--- src/inc/asp_defines.svh ---
`ifndef ASP_DEFINES_SVH
`define ASP_DEFINES_SVH

// ----------------------------------------------------------------
// entity types
// ----------------------------------------------------------------
`define ASP_TYPE_ALT      4'hB
`define ASP_TYPE_LANG     4'hC

// ----------------------------------------------------------------
// field widths in bits, frequency entry limit
// ----------------------------------------------------------------
`define ASP_HDR_BITS      6'h0C
`define ASP_AREA_BITS     6'h08
`define ASP_LANG_BITS     6'h2C
`define ASP_SHIFT_W       44
`define ASP_FRAME_W       320
`define ASP_MAX_FREQ      5'h10

// ----------------------------------------------------------------
// system code limits
// ----------------------------------------------------------------
`define ASP_SYS_MAX       5'h0B
`define ASP_SYS_AM_MAX    5'h02
`define ASP_SYS_FM1_MAX   5'h05
`define ASP_SYS_FM2_MAX   5'h08

// ----------------------------------------------------------------
// frequency grids, kHz
// ----------------------------------------------------------------
`define ASP_FM1_BASE      17'h155CC
`define ASP_FM2_BASE      17'h128E0
`define ASP_FM_STEP       17'h00064
`define ASP_FM1_MAX       8'hCC
`define ASP_FM2_MAX       8'h8C

// ----------------------------------------------------------------
// digital audio channel ranges
// ----------------------------------------------------------------
`define ASP_DAB_B1_HI     8'h0B
`define ASP_DAB_B3_LO     8'h40
`define ASP_DAB_B3_HI     8'h5F
`define ASP_DAB_B3X_HI    8'h65
`define ASP_DAB_LEU_LO    8'h80
`define ASP_DAB_LEU_HI    8'h8C
`define ASP_DAB_LCA_LO    8'hA0
`define ASP_DAB_LCA_HI    8'hB6

// ----------------------------------------------------------------
// character codes
// ----------------------------------------------------------------
`define ASP_HYPHEN        8'h2D
`define ASP_LOWER_A       8'h61
`define ASP_LOWER_Z       8'h7A

`endif

--- src/inc/asp_pkg.sv ---
`include "asp_defines.svh"

package asp_pkg;

    // parser states, gray along idle-hdr-area-id-freq
    typedef enum logic [2:0] {
        ASP_S_IDLE = 3'h0,
        ASP_S_HDR  = 3'h1,
        ASP_S_AREA = 3'h3,
        ASP_S_ID   = 3'h2,
        ASP_S_FREQ = 3'h6,
        ASP_S_LANG = 3'h7,
        ASP_S_SKIP = 3'h5
    } asp_state_t;

    // band class of a digital audio channel code
    typedef enum logic [2:0] {
        ASP_DAB_NONE  = 3'h0,
        ASP_DAB_BAND1 = 3'h1,
        ASP_DAB_BAND3 = 3'h2,
        ASP_DAB_BAND3X = 3'h3,
        ASP_DAB_LEU   = 3'h4,
        ASP_DAB_LCA   = 3'h5
    } asp_dab_t;

    // identifier length for a system code, 0 when absent or reserved
    function automatic logic [5:0] asp_id_bits(input logic [4:0] sys);
        case (sys)
            5'h00, 5'h01, 5'h03, 5'h06, 5'h09: asp_id_bits = 6'h18;
            5'h04, 5'h07, 5'h0A:               asp_id_bits = 6'h10;
            5'h0B:                             asp_id_bits = 6'h20;
            default:                           asp_id_bits = 6'h00;
        endcase
    endfunction

    // width of one frequency entry
    function automatic logic [5:0] asp_freq_bits(input logic [4:0] sys);
        asp_freq_bits = (sys <= `ASP_SYS_AM_MAX) ? 6'h10 : 6'h08;
    endfunction

endpackage

--- src/inc/asp_link_if.sv ---
`timescale 1ns/10ps

// bit-serial entity body link, msb first
interface asp_link_if (
    input wire logic sys_clk_i,
    input wire logic nrst_i
);
    logic       valid;
    logic       ready;
    logic       data;
    logic       last;
    logic [3:0] ent_type;

    modport dev (input valid, data, last, ent_type, output ready);
    modport src (output valid, data, last, ent_type, input ready);
endinterface

--- src/hw/asp_entity_parser.sv ---
`timescale 1ns/10ps
`include "asp_defines.svh"

// Function
// - alt body opens flag, slot, flags, code
// - slot flag selects service or notice slot
// - area/timetable byte present only when flagged
// - area index zero means unspecified
// - timetable index zero means unspecified
// - report identical-programme flag as sent
// - sender zeroes the two spare bits
// - identifier length follows system code
// - reserved system codes decode nothing
// - country prefix precedes identification code
// - zero to sixteen frequency entries
// - entry width 16 or 8 by code
// - 16-bit entry: spare bit, 15-bit kHz
// - first fm grid: 87.5 MHz plus steps
// - second fm grid: 76.0 MHz plus steps
// - classify digital audio channel bands
// - sender sends identifier or frequency, never neither
// - language entity: slot, spare, language, country
// - three hyphens mean unspecified language
// - two hyphens mean unspecified country
// - unknown entity types passed by

// receiving end: parses entity bodies from the link
module asp_entity_parser
    import asp_pkg::*;
(
    // clock and reset
    input  wire logic           sys_clk_i,
    input  wire logic           nrst_i,
    // link
    asp_link_if.dev             lk,
    // per-frequency result
    output logic                freq_valid_o,
    output logic [7:0]          freq_code_o,
    output logic [16:0]         freq_khz_o,
    output asp_pkg::asp_dab_t   dab_band_o,
    // per-entity record
    output logic                rec_valid_o,
    output logic [3:0]          rec_type_o,
    output logic                notice_o,
    output logic [1:0]          slot_o,
    output logic                area_en_o,
    output logic [3:0]          area_o,
    output logic                area_spec_o,
    output logic [3:0]          tt_o,
    output logic                tt_spec_o,
    output logic                same_prog_o,
    output logic [4:0]          sys_o,
    output logic [31:0]         fsi_o,
    output logic [5:0]          fsi_bits_o,
    output logic [4:0]          nfreq_o,
    output logic [23:0]         lang_o,
    output logic                lang_unspec_o,
    output logic [15:0]         country_o,
    output logic                country_unspec_o,
    output logic                err_o
);
    import asp_pkg::*;

    asp_state_t            state_q;
    logic [5:0]            cnt_q;
    logic [`ASP_SHIFT_W-1:0] sh_q;
    logic [`ASP_SHIFT_W-1:0] val;
    logic [5:0]            flen;
    logic                  take;
    logic                  fdone;
    logic                  rdy_q;
    logic [3:0]            type_q;
    logic                  notice_q;
    logic [1:0]            slot_q;
    logic                  area_en_q;
    logic [3:0]            area_q;
    logic [3:0]            tt_q;
    logic                  same_q;
    logic [4:0]            sys_q;
    logic [31:0]           fsi_q;
    logic [4:0]            nf_q;
    logic [23:0]           lang_q;
    logic [15:0]           ctry_q;
    logic                  err_q;
    logic                  rec_valid_q;
    logic                  freq_valid_q;
    logic [7:0]            fcode_q;
    logic [16:0]           fkhz_q;
    asp_dab_t              dab_q;
    logic                  fbad;
    logic [16:0]           fkhz;
    asp_dab_t              dab;
    logic                  lang_bad;

    // lower case letter or hyphen check
    function automatic logic asp_chr_ok(input logic [7:0] c);
        asp_chr_ok = (c == `ASP_HYPHEN) || (c >= `ASP_LOWER_A && c <= `ASP_LOWER_Z);
    endfunction

    // --------------------------------------------------------
    // field framing
    // --------------------------------------------------------
    assign take = lk.valid && lk.ready;
    assign val  = {sh_q[`ASP_SHIFT_W-2:0], lk.data};

    // length of the field now being gathered
    always_comb begin
        case (state_q)
            ASP_S_HDR:  flen = `ASP_HDR_BITS;
            ASP_S_AREA: flen = `ASP_AREA_BITS;
            ASP_S_ID:   flen = asp_id_bits(sys_q);
            ASP_S_FREQ: flen = asp_freq_bits(sys_q);
            ASP_S_LANG: flen = `ASP_LANG_BITS;
            default:    flen = 6'h01;
        endcase
    end
    assign fdone = take && (cnt_q == flen - 6'h01);

    // --------------------------------------------------------
    // frequency decode
    // --------------------------------------------------------
    always_comb begin
        fkhz = 17'h00000;
        dab  = ASP_DAB_NONE;
        fbad = 1'b0;
        if (sys_q <= `ASP_SYS_AM_MAX) begin
            fkhz = {2'b00, val[14:0]};
        end else if (sys_q <= `ASP_SYS_FM1_MAX) begin
            fkhz = `ASP_FM1_BASE + 17'(val[7:0]) * `ASP_FM_STEP;
            fbad = val[7:0] > `ASP_FM1_MAX;
        end else if (sys_q <= `ASP_SYS_FM2_MAX) begin
            fkhz = `ASP_FM2_BASE + 17'(val[7:0]) * `ASP_FM_STEP;
            fbad = val[7:0] > `ASP_FM2_MAX;
        end else begin
            if (val[7:0] <= `ASP_DAB_B1_HI)
                dab = ASP_DAB_BAND1;
            else if (val[7:0] >= `ASP_DAB_B3_LO && val[7:0] <= `ASP_DAB_B3_HI)
                dab = ASP_DAB_BAND3;
            else if (val[7:0] > `ASP_DAB_B3_HI && val[7:0] <= `ASP_DAB_B3X_HI)
                dab = ASP_DAB_BAND3X;
            else if (val[7:0] >= `ASP_DAB_LEU_LO && val[7:0] <= `ASP_DAB_LEU_HI)
                dab = ASP_DAB_LEU;
            else if (val[7:0] >= `ASP_DAB_LCA_LO && val[7:0] <= `ASP_DAB_LCA_HI)
                dab = ASP_DAB_LCA;
            fbad = (dab == ASP_DAB_NONE);
        end
    end

    // character checks on the language entity
    assign lang_bad = !(asp_chr_ok(val[39:32]) && asp_chr_ok(val[31:24]) &&
                        asp_chr_ok(val[23:16]) && asp_chr_ok(val[15:8]) &&
                        asp_chr_ok(val[7:0]));

    // --------------------------------------------------------
    // state and shifter
    // --------------------------------------------------------
    // sequencing through the body fields
    always_ff @(posedge sys_clk_i) begin
        if (!nrst_i) begin
            state_q <= ASP_S_IDLE;
            cnt_q   <= 6'h00;
            sh_q    <= '0;
        end else if (take) begin
            sh_q  <= val;
            cnt_q <= fdone ? 6'h00 : cnt_q + 6'h01;
            if (lk.last) begin
                state_q <= ASP_S_IDLE;
                cnt_q   <= 6'h00;
            end else begin
                case (state_q)
                    ASP_S_IDLE: begin
                        cnt_q <= 6'h01;
                        if (lk.ent_type == `ASP_TYPE_ALT)
                            state_q <= ASP_S_HDR;
                        else if (lk.ent_type == `ASP_TYPE_LANG)
                            state_q <= ASP_S_LANG;
                        else
                            state_q <= ASP_S_SKIP;
                    end
                    ASP_S_HDR: if (fdone) begin
                        if (val[4:0] > `ASP_SYS_MAX)
                            state_q <= ASP_S_SKIP;
                        else if (val[8])
                            state_q <= ASP_S_AREA;
                        else if (asp_id_bits(val[4:0]) != 6'h00)
                            state_q <= ASP_S_ID;
                        else
                            state_q <= ASP_S_FREQ;
                    end
                    ASP_S_AREA: if (fdone) begin
                        state_q <= (asp_id_bits(sys_q) != 6'h00) ? ASP_S_ID : ASP_S_FREQ;
                    end
                    ASP_S_ID: if (fdone) begin
                        state_q <= ASP_S_FREQ;
                    end
                    ASP_S_LANG: if (fdone) begin
                        state_q <= ASP_S_SKIP;
                    end
                    default: state_q <= state_q;
                endcase
            end
        end
    end

    // --------------------------------------------------------
    // field capture
    // --------------------------------------------------------
    // header fields latch as each field completes
    always_ff @(posedge sys_clk_i) begin
        if (!nrst_i) begin
            type_q    <= 4'h0;
            notice_q  <= 1'b0;
            slot_q    <= 2'h0;
            area_en_q <= 1'b0;
            area_q    <= 4'h0;
            tt_q      <= 4'h0;
            same_q    <= 1'b0;
            sys_q     <= 5'h00;
            fsi_q     <= 32'h00000000;
            lang_q    <= 24'h000000;
            ctry_q    <= 16'h0000;
        end else if (take) begin
            if (state_q == ASP_S_IDLE) begin
                type_q    <= lk.ent_type;
                area_en_q <= 1'b0;
                area_q    <= 4'h0;
                tt_q      <= 4'h0;
                fsi_q     <= 32'h00000000;
            end
            if (state_q == ASP_S_HDR && fdone) begin
                notice_q  <= val[11];
                slot_q    <= val[10:9];
                area_en_q <= val[8];
                same_q    <= val[7];
                sys_q     <= val[4:0];
            end
            if (state_q == ASP_S_AREA && fdone) begin
                area_q <= val[7:4];
                tt_q   <= val[3:0];
            end
            // identifier kept right aligned, prefix on top
            // earlier field bits still in the shifter are masked off
            if (state_q == ASP_S_ID && fdone)
                fsi_q <= val[31:0] & ~(32'hFFFFFFFF << asp_id_bits(sys_q));
            if (state_q == ASP_S_LANG && fdone) begin
                slot_q <= val[43:42];
                lang_q <= val[39:16];
                ctry_q <= val[15:0];
            end
        end
    end

    // --------------------------------------------------------
    // counts, errors and result strobes
    // --------------------------------------------------------
    // entries counted as whole widths arrive; a short tail is dropped
    always_ff @(posedge sys_clk_i) begin
        if (!nrst_i) begin
            rdy_q        <= 1'b0;
            nf_q         <= 5'h00;
            err_q        <= 1'b0;
            rec_valid_q  <= 1'b0;
            freq_valid_q <= 1'b0;
            fcode_q      <= 8'h00;
            fkhz_q       <= 17'h00000;
            dab_q        <= ASP_DAB_NONE;
        end else begin
            rdy_q        <= 1'b1;
            rec_valid_q  <= take && lk.last;
            freq_valid_q <= 1'b0;
            if (take && state_q == ASP_S_IDLE) begin
                nf_q  <= 5'h00;
                err_q <= 1'b0;
            end
            if (state_q == ASP_S_HDR && fdone && val[4:0] > `ASP_SYS_MAX)
                err_q <= 1'b1;
            if (state_q == ASP_S_FREQ && fdone) begin
                if (nf_q == `ASP_MAX_FREQ) begin
                    err_q <= 1'b1;
                end else begin
                    nf_q         <= nf_q + 5'h01;
                    freq_valid_q <= 1'b1;
                    fcode_q      <= val[7:0];
                    fkhz_q       <= fkhz;
                    dab_q        <= dab;
                    if (fbad)
                        err_q <= 1'b1;
                end
            end
            if (take && lk.last && type_q == `ASP_TYPE_ALT && state_q != ASP_S_SKIP &&
                asp_id_bits(sys_q) == 6'h00 && nf_q == 5'h00 &&
                !(state_q == ASP_S_FREQ && fdone))
                err_q <= 1'b1;
            if (state_q == ASP_S_LANG && fdone && lang_bad)
                err_q <= 1'b1;
        end
    end

    // --------------------------------------------------------
    // outputs
    // --------------------------------------------------------
    assign lk.ready         = rdy_q;
    assign freq_valid_o     = freq_valid_q;
    assign freq_code_o      = fcode_q;
    assign freq_khz_o       = fkhz_q;
    assign dab_band_o       = dab_q;
    assign rec_valid_o      = rec_valid_q;
    assign rec_type_o       = type_q;
    assign notice_o         = notice_q;
    assign slot_o           = slot_q;
    assign area_en_o        = area_en_q;
    assign area_o           = area_q;
    assign tt_o             = tt_q;
    assign same_prog_o      = same_q;
    assign sys_o            = sys_q;
    assign fsi_o            = fsi_q;
    assign fsi_bits_o       = asp_id_bits(sys_q);
    assign nfreq_o          = nf_q;
    assign lang_o           = lang_q;
    assign country_o        = ctry_q;
    assign area_spec_o      = (area_q != 4'h0);
    assign tt_spec_o        = (tt_q != 4'h0);
    assign lang_unspec_o    = (lang_q == {3{`ASP_HYPHEN}});
    assign country_unspec_o = (ctry_q == {2{`ASP_HYPHEN}});
    assign err_o            = err_q;

endmodule // asp_entity_parser

--- src/flat_wrapper.sv ---
// flat-port wrapper written by rule: the top's interface ports become plain ports
module asp_entity_parser_flat import asp_pkg::*;
  (sys_clk_i, nrst_i, freq_valid_o, freq_code_o, freq_khz_o, dab_band_o, rec_valid_o, rec_type_o, notice_o, slot_o, area_en_o, area_o, area_spec_o, tt_o, tt_spec_o, same_prog_o, sys_o, fsi_o, fsi_bits_o, nfreq_o, lang_o, lang_unspec_o, country_o, country_unspec_o, err_o, lk_valid, lk_data, lk_last, lk_ent_type, lk_ready);
  asp_link_if lk_i (.sys_clk_i(sys_clk_i), .nrst_i(nrst_i));
  input  wire logic sys_clk_i;
  input  wire logic nrst_i;
  output logic freq_valid_o;
  output logic [7:0] freq_code_o;
  output logic [16:0] freq_khz_o;
  output asp_pkg::asp_dab_t dab_band_o;
  output logic rec_valid_o;
  output logic [3:0] rec_type_o;
  output logic notice_o;
  output logic [1:0] slot_o;
  output logic area_en_o;
  output logic [3:0] area_o;
  output logic area_spec_o;
  output logic [3:0] tt_o;
  output logic tt_spec_o;
  output logic same_prog_o;
  output logic [4:0] sys_o;
  output logic [31:0] fsi_o;
  output logic [5:0] fsi_bits_o;
  output logic [4:0] nfreq_o;
  output logic [23:0] lang_o;
  output logic lang_unspec_o;
  output logic [15:0] country_o;
  output logic country_unspec_o;
  output logic err_o;
  input wire logic [$bits(lk_i.valid)-1:0] lk_valid;
  input wire logic [$bits(lk_i.data)-1:0] lk_data;
  input wire logic [$bits(lk_i.last)-1:0] lk_last;
  input wire logic [$bits(lk_i.ent_type)-1:0] lk_ent_type;
  output wire logic [$bits(lk_i.ready)-1:0] lk_ready;
  assign lk_i.valid = lk_valid;
  assign lk_i.data = lk_data;
  assign lk_i.last = lk_last;
  assign lk_i.ent_type = lk_ent_type;
  assign lk_ready = lk_i.ready;
  asp_entity_parser u_core (.sys_clk_i(sys_clk_i), .nrst_i(nrst_i), .lk(lk_i), .freq_valid_o(freq_valid_o), .freq_code_o(freq_code_o), .freq_khz_o(freq_khz_o), .dab_band_o(dab_band_o), .rec_valid_o(rec_valid_o), .rec_type_o(rec_type_o), .notice_o(notice_o), .slot_o(slot_o), .area_en_o(area_en_o), .area_o(area_o), .area_spec_o(area_spec_o), .tt_o(tt_o), .tt_spec_o(tt_spec_o), .same_prog_o(same_prog_o), .sys_o(sys_o), .fsi_o(fsi_o), .fsi_bits_o(fsi_bits_o), .nfreq_o(nfreq_o), .lang_o(lang_o), .lang_unspec_o(lang_unspec_o), .country_o(country_o), .country_unspec_o(country_unspec_o), .err_o(err_o));
endmodule
--- config.mk ---
export PLATFORM = sky130hd
export DESIGN_NAME = asp_entity_parser_flat
export DESIGN_NICKNAME = d
export VERILOG_FILES = /design/src/inc/asp_pkg.sv /design/src/inc/asp_link_if.sv /design/src/hw/asp_entity_parser.sv /design/src/flat_wrapper.sv
export VERILOG_INCLUDE_DIRS = /design/src /design/src/inc
export SDC_FILE = /design/constraint.sdc
export NUM_CORES = 1
export LEC_CHECK = 0
export BUFFER_PORTS_ARGS = -buffer_cell sky130_fd_sc_hd__buf_2
export CAP_MARGIN = 30
export CORE_MARGIN = 1.5
export CORE_UTILIZATION = 57
export DETAILED_ROUTE_END_ITERATION = 12
export PLACE_DENSITY = 0.8
export SLEW_MARGIN = 15
export SYNTH_ARGS = -nofsm -noshare
export SYNTH_HDL_FRONTEND = slang
export SYNTH_SLANG_ARGS = --single-unit
--- constraint.sdc ---
create_clock -name sys_clk_i -period 5.7 [get_ports sys_clk_i]
set_input_delay 0.855 -clock sys_clk_i [delete_from_list [all_inputs] [get_ports sys_clk_i]]
set_output_delay 0.855 -clock sys_clk_i [all_outputs]
set_load 0.01 [all_outputs]
Yosys cells after proc, flatten, opt, wreduce, memory -nomap -nowiden
Memory sizes are Yosys's and may differ from the RTL's. A register that Yosys moved wholly into a read port is not among the register bits.
Cells that the tools add are included.
{ "classes": {"addsub": 5, "mul": 1, "n_div": 0, "n_lt_le_gt_ge": 25, "eq_ne": 22, "shifts": 1, "mux": 87, "bitwise_logic": 3, "reduce_logical": 59} }
{ "op_table": {"columns": ["cell", "count"], "rows": [
  ["6-bit two-way mux", 25],
  ["32-bit two-way mux", 2],
  ["3-bit two-way mux", 21],
  ["8-bit by 7-bit <= comparator with 1-bit output (second input constant)", 7],
  ["4-bit two-way mux", 13],
  ["17-bit two-way mux", 3],
  ["8-bit by 7-bit >= comparator with 1-bit output (second input constant)", 6],
  ["8-bit by 6-bit equality test with 1-bit output (second input constant)", 5],
  ["17-bit by 15-bit adder with 17-bit output (first input constant)", 2],
  ["32-bit AND", 1],
  ["32-bit NOT", 1],
  ["32-bit by 6-bit << shifter with 32-bit output (first input constant)", 1],
  ["6-bit case mux with 5 select lines", 1],
  ["1-bit logical AND", 29],
  ["24-bit by 22-bit equality test with 1-bit output (second input constant)", 1],
  ["5-bit two-way mux", 4],
  ["2-bit AND reduction", 9],
  ["6-bit nonzero test", 3],
  ["16-bit by 14-bit equality test with 1-bit output (second input constant)", 1],
  ["8-bit >= comparator (second input constant)", 2],
  ["8-bit greater-than comparator (second input constant)", 2],
  ["8-bit <= comparator (second input constant)", 2],
  ["3-bit case mux with 5 select lines", 1],
  ["1-bit two-way mux", 14],
  ["28 further kinds", 47]
]} }
{ "totals": {"regBits": 183, "latch_bits": 0, "ramBits": 0, "romBits": 288, "inputBits": 9, "output_inout_bits": 141, "elab_cells": 231, "memories": 6} }
{ "memory_table": {"columns": ["memory", "depth", "word_bits", "rd", "rd_clocked_by_memory_dff", "wr", "line_no", "source"], "rows": [
  ["(no name shown)", 16, 3, 1, 1, 0, "asp_pkg.sv:28", "case (sys)"],
  ["(no name shown)", 16, 3, 1, 1, 0, "asp_pkg.sv:28", null],
  ["(no name shown)", 16, 3, 1, 0, 0, "asp_pkg.sv:28", null],
  ["(no name shown)", 16, 3, 1, 1, 0, "asp_pkg.sv:28", null],
  ["(no name shown)", 16, 3, 1, 1, 0, "asp_pkg.sv:28", null],
  ["(no name shown)", 16, 3, 1, 1, 0, "asp_pkg.sv:28", null]
]} }

Depth between registers and ports, before layout
{ "logic_depth": {"ltp_word": 19, "ltp_mapped": 16, "depth_no_buf": 15} }

Worst setup path after synthesis
No wires, ideal clock.
{ "synth_path": {"path_kind": "reg-to-reg", "from": "reg u_core.sh_q[2]", "to": "reg u_core.fkhz_q[15] (netlist: u_core.freq_khz_o[15])", "setup_ps": 70, "arrival_ps": 4286, "t_required_ps": 5630, "slack_ps": 1344, "path_stages_with_launch": 17, "n_path_buf": 1, "synth_period_minus_slack_ps": 4356, "cell_sequence": "dfxtp_1 clkbuf_1 inv_1 ha_1 ha_1 inv_1 fa_1 inv_1 ha_1 nor2b_1 o31a_1 or4b_2 nand3_1 o21ai_0 a2111oi_0 nor2_1 a21oi_1"} }
{ "synth_via": {"elab_chain_cells": 5, "elab_cells_between_ends": 6, "cone_classes": "add/sub (2); mul (1); mux (3)"} }
{ "synth_rtl": {"columns": ["element", "line_no", "source"], "rows": [
  ["from (decl)", "asp_entity_parser.sv:66", "logic [`ASP_SHIFT_W-1:0] sh_q;"],
  ["from (signal assigned)", "asp_entity_parser.sv:164", "sh_q <= val;"],
  ["8-bit by 5-bit multiplier with 13-bit output (no source line) (*)", null, null],
  ["17-bit by 15-bit adder with 17-bit output (no source line)", null, null],
  ["17-bit two-way mux", "asp_entity_parser.sv:131", "end else if (sys_q <= `ASP_SYS_FM2_MAX) begin"],
  ["17-bit two-way mux (*)", "asp_entity_parser.sv:128", "end else if (sys_q <= `ASP_SYS_FM1_MAX) begin"],
  ["17-bit two-way mux (*)", "asp_entity_parser.sv:126", "if (sys_q <= `ASP_SYS_AM_MAX) begin"],
  ["to (signal assigned)", "asp_entity_parser.sv:284", "fkhz_q <= fkhz;"],
  ["to (decl)", "asp_entity_parser.sv:88", "logic [16:0] fkhz_q;"]
]} }
Every way passes the cells marked *; elsewhere a longest branch is shown, timed or not.
A chain may end at the register's enable or synchronous reset.

Worst setup path after layout
{ "layout_path": {"from": "reg u_core.sh_q[0]", "to": "reg u_core.fkhz_q[15] (netlist: u_core.freq_khz_o[15])"} }
The elaborated chain is that of the path after synthesis.

==> metrics <==
worst relative slew slack=37.2%; filler cell count=1434; clock transition time at the flip-flop clock pins of the worst setup and hold paths=70 ps; vias in the first global route=8705; part of the total power dissipated in combinational logic=4.5%; clock share of power=46.1%; synthesized area per cell=7.78 um^2; total track usage=31.8%; number of buffers inserted during clock tree synthesis=17; dpl cell area=10500 um^2; remaining antenna violation count after routing=0; largest vdd supply drop=0.210 mV; clock latency at the later pin of the worst-skew pair=440 ps; met2 demand-to-capacity share in global routing=50.1%; startpoint of the worst register-to-register path=u_core.sh_q[0]; Synth async-reset ratio=0%; setup repair after global routing missed its margin=false; commonest cells after routing, fill and taps aside=nand2_1 (268), dfxtp_1 (186), a21oi_1 (175), buf_2 (147), nand3_1 (75); Yosys warning total=0; die width=134 um; endpoint type of the worst setup path=flip-flop; terminus of the critical flop-to-flop path=u_core.freq_khz_o[15]; DIE HEIGHT=134 um; cell area after layout=11200 um^2; CP Cell Sequence=inv_1, ha_1, ha_1, inv_1, fa_1, inv_1, ha_1, nor2b_1, o31a_1, or4b_2, nand3_1, o21ai_0, a2111oi_0, nor2_1, a21oi_1; number of hold violations in the final report=0; number of placed instances, taps included=1551; Post-Synthesis Cells=1255; maximum number of pins on one net before global-route repair=79; DRC viols=0; Min-Delay Path Class=reg2reg; number of buffer and inverter stages on the critical path=3; count of pins over their slew limit=0; final global-route overflow total=0; Sequential cell area=3720 um^2; Synth Register Bits=186; initial antenna violation count=0; vias after detailed routing=9804; leading cell type in the layout, fill and taps excluded=nand2_1; sum of negative setup slack=0 ps; worst endpoint required time=6070 ps; busiest grt layer=met2; sequential group share of total power=49.4%; power per cell area=238 nW/um^2; non-filler cells in the finished layout=1584; EDFF count, synth=0; root buffer cell=clkbuf_16; hold-critical path endpoint=u_core.freq_khz_o[9]; global routing met3 resource utilization=4.99%; fraction of layout instances using a drive strength above 1=16.0%; iteration count of the initial detailed-routing pass=5; TritonCTS clock tree=yes; CP delay by family, top=adder cells; overall die area=17900 um^2; clock sink total=186; Achievable Freq=211 MHz; cts-stage hold buffer count=0; starting utilization of the core area=58.7%; cell with the largest stage delay on the worst path=dfxtp_1; worst-margin pin slew=942 ps; hold path startpoint=u_core.freq_khz_o[9]; Vias per Instance=6.19; cell area after technology mapping=9770 um^2; min cycle time layout=4740 ps; fraction of the cycle the final worst path needs=83.2%; post-CTS setup buffers=0; post-cts sizing count=0; Max stage delay on crit path=740 ps; H-tree depth reported by CTS=4; cell-internal power=1.97 mW; Max-cap violations=0; global-route wire length before repair=45.8 mm; routed wirelength normalized by instance count=18.2 um; number of different library cells in the post-synthesis netlist=77; setup slack, reg-to-reg=960 ps; Clock Skews=9.55 ps; switching part of the total power=25.7%; half-perimeter wire length after detailed placement=19.7 mm; arrival time reported for the critical path endpoint=5110 ps; total wire length after detailed routing=28.9 mm; gp weighted congestion=0.944; hold slack=451 ps; count of cells along the worst hold path=2; setup violation total in the final timing report=0; startpoint type of the worst setup path=flip-flop; power dissipated by switching net loads=0.683 mW; post-layout utilization of the core=67.1%; Cell Rows=47; result of the run=finished, final reports clean; multi-input logic area=5540 um^2; total of buffers placed on input and output ports=146; met1 capacity usage during global routing=45.5%; total I/O pin count=150; R2R depth=15; post-synthesis sequential area ratio=38.1%; maximum clock insertion buffer count=2; area of the core=16600 um^2; area delta synth->final=14.4%; Crit Path Category=reg2reg; violation count after the first detailed-routing iteration=1091; Top FF cell, synth=dfxtp_1; maximum fanout encountered on the critical timing path=17; LEAKAGE=4.51 nW; number of inserted diodes=0; final net count=1421
worst register-to-register path, delay by kind of cell, from the launching register on:
kind / cells / cell delay (ps)
adders and majority gates: 4 / 1360
DFF: 1 / 740
buffers and inverters: 3 / 410
AOI/OAI and AO/OA: 4 / 1040
and+or+nand+nor: 4 / 1140
sequential cells by signal (all words and copies together), names as in the netlist, 4 cells and up, named ones only:
signal	cells
u_core.cnt_q	6
u_core.country_o	16
u_core.sh_q	43
u_core.freq_code_o	8
u_core.tt_o	4
u_core.fsi_o	32
u_core.area_o	4
u_core.sys_o	5
u_core.nfreq_o	5
u_core.rec_type_o	4
u_core.freq_khz_o	17
u_core.lang_o	24
kinds of logic after synthesis:
| group | synth area share, % |
|---|---|
| buffers and inverters | 5.30 |
| other | 0.0384 |
| multiplexers | 0.935 |
| flip-flops | 38.1 |
| AND/OR/NAND/NOR | 25.0 |
| XOR/XNOR | 1.52 |
| AO/OA/AOI/OAI | 21.0 |
| adder cells (fa/ha/maj) | 8.05 |
metal layers:
| metal | part of all wire (%) | up-vias | wire length (um) |
|---|---|---|---|
| met4 | 1.7 | 0 | 485 |
| met1 | 44 | 4691 | 12800 |
| li1 | - | 4595 | - |
| met3 | 8.3 | 47 | 2400 |
| met5 | 0 | - | 0 |
| met2 | 46 | 471 | 13200 |
power groups by stage:
stage               registers (mW)  logic (mW)  clock network [mW]
floorplan                     1.34      0.0888                   0
global placement              1.34       0.115                   0
detailed placement            1.34       0.116                   0
CTS                           1.31       0.118                1.23
global route                  1.31       0.130                1.29
finish                        1.31       0.120                1.22
final cells by class:
class	count	share of cell area [%]
Tap cell	220	2.46
Sequential cell	186	33.3
Clock inverter	15	1.73
Timing Repair Buffer	164	7.73
Inverter	39	1.33
Clock buffer	17	3.81
Multi-Input combinational cell	943	49.6
worst max-delay path by stage:
stage                                  to      startpoint  cells past startpoint
floorplan           u_core.freq_khz_o[15]  u_core.sh_q[2]                     16
global placement    u_core.freq_khz_o[15]         lk_data                     15
detailed placement  u_core.freq_khz_o[15]         lk_data                     15
CTS                 u_core.freq_khz_o[15]  u_core.sh_q[0]                     15
global route        u_core.freq_khz_o[15]  u_core.sh_q[0]                     15
finish              u_core.freq_khz_o[15]  u_core.sh_q[0]                     15
Yosys cell counts, types with 4 or more instances:
| cell | count | area share (%) |
|---|---|---|
| dfxtp_1 | 186 | 38 |
| nor4b_1 | 5 | 0.45 |
| mux2i_1 | 8 | 0.82 |
| or4b_2 | 4 | 0.41 |
| xnor2_1 | 11 | 0.99 |
| clkbuf_1 | 77 | 3.0 |
| o22ai_1 | 4 | 0.26 |
| o221ai_1 | 4 | 0.36 |
| a21oi_1 | 175 | 9.0 |
| nor2b_1 | 13 | 0.83 |
| nand4_1 | 6 | 0.38 |
| and3_1 | 7 | 0.45 |
| xor2_1 | 6 | 0.54 |
| nand4b_1 | 6 | 0.54 |
| o211ai_1 | 20 | 1.5 |
| a211oi_1 | 15 | 1.2 |
| o21a_1 | 4 | 0.31 |
| nand2b_1 | 11 | 0.70 |
| or3_1 | 5 | 0.32 |
| nor3_1 | 24 | 1.2 |
| o21bai_1 | 4 | 0.31 |
| o31ai_1 | 5 | 0.38 |
| o21ai_0 | 30 | 1.5 |
| a22o_1 | 10 | 0.90 |
| nand3_1 | 75 | 3.8 |
| and2_1 | 4 | 0.26 |
| nand2_1 | 268 | 10 |
| ha_1 | 58 | 7.4 |
| a311oi_1 | 4 | 0.36 |
| inv_1 | 38 | 1.5 |
| a21boi_0 | 9 | 0.69 |
| nor3b_1 | 6 | 0.46 |
| a21o_1 | 7 | 0.54 |
| or4_1 | 7 | 0.54 |
| or2_2 | 6 | 0.38 |
| nor2_1 | 54 | 2.1 |
| a31oi_1 | 10 | 0.64 |
stage by stage:
stage	worst slack (ps)	total power, mW
after CTS	1010	2.66
after global routing	724	2.73
final	959	2.65
after floorplan	1340	1.43
after detailed placement	836	1.46
after global placement	945	1.46
No activity file was read; power rests on OpenSTA's default activity.
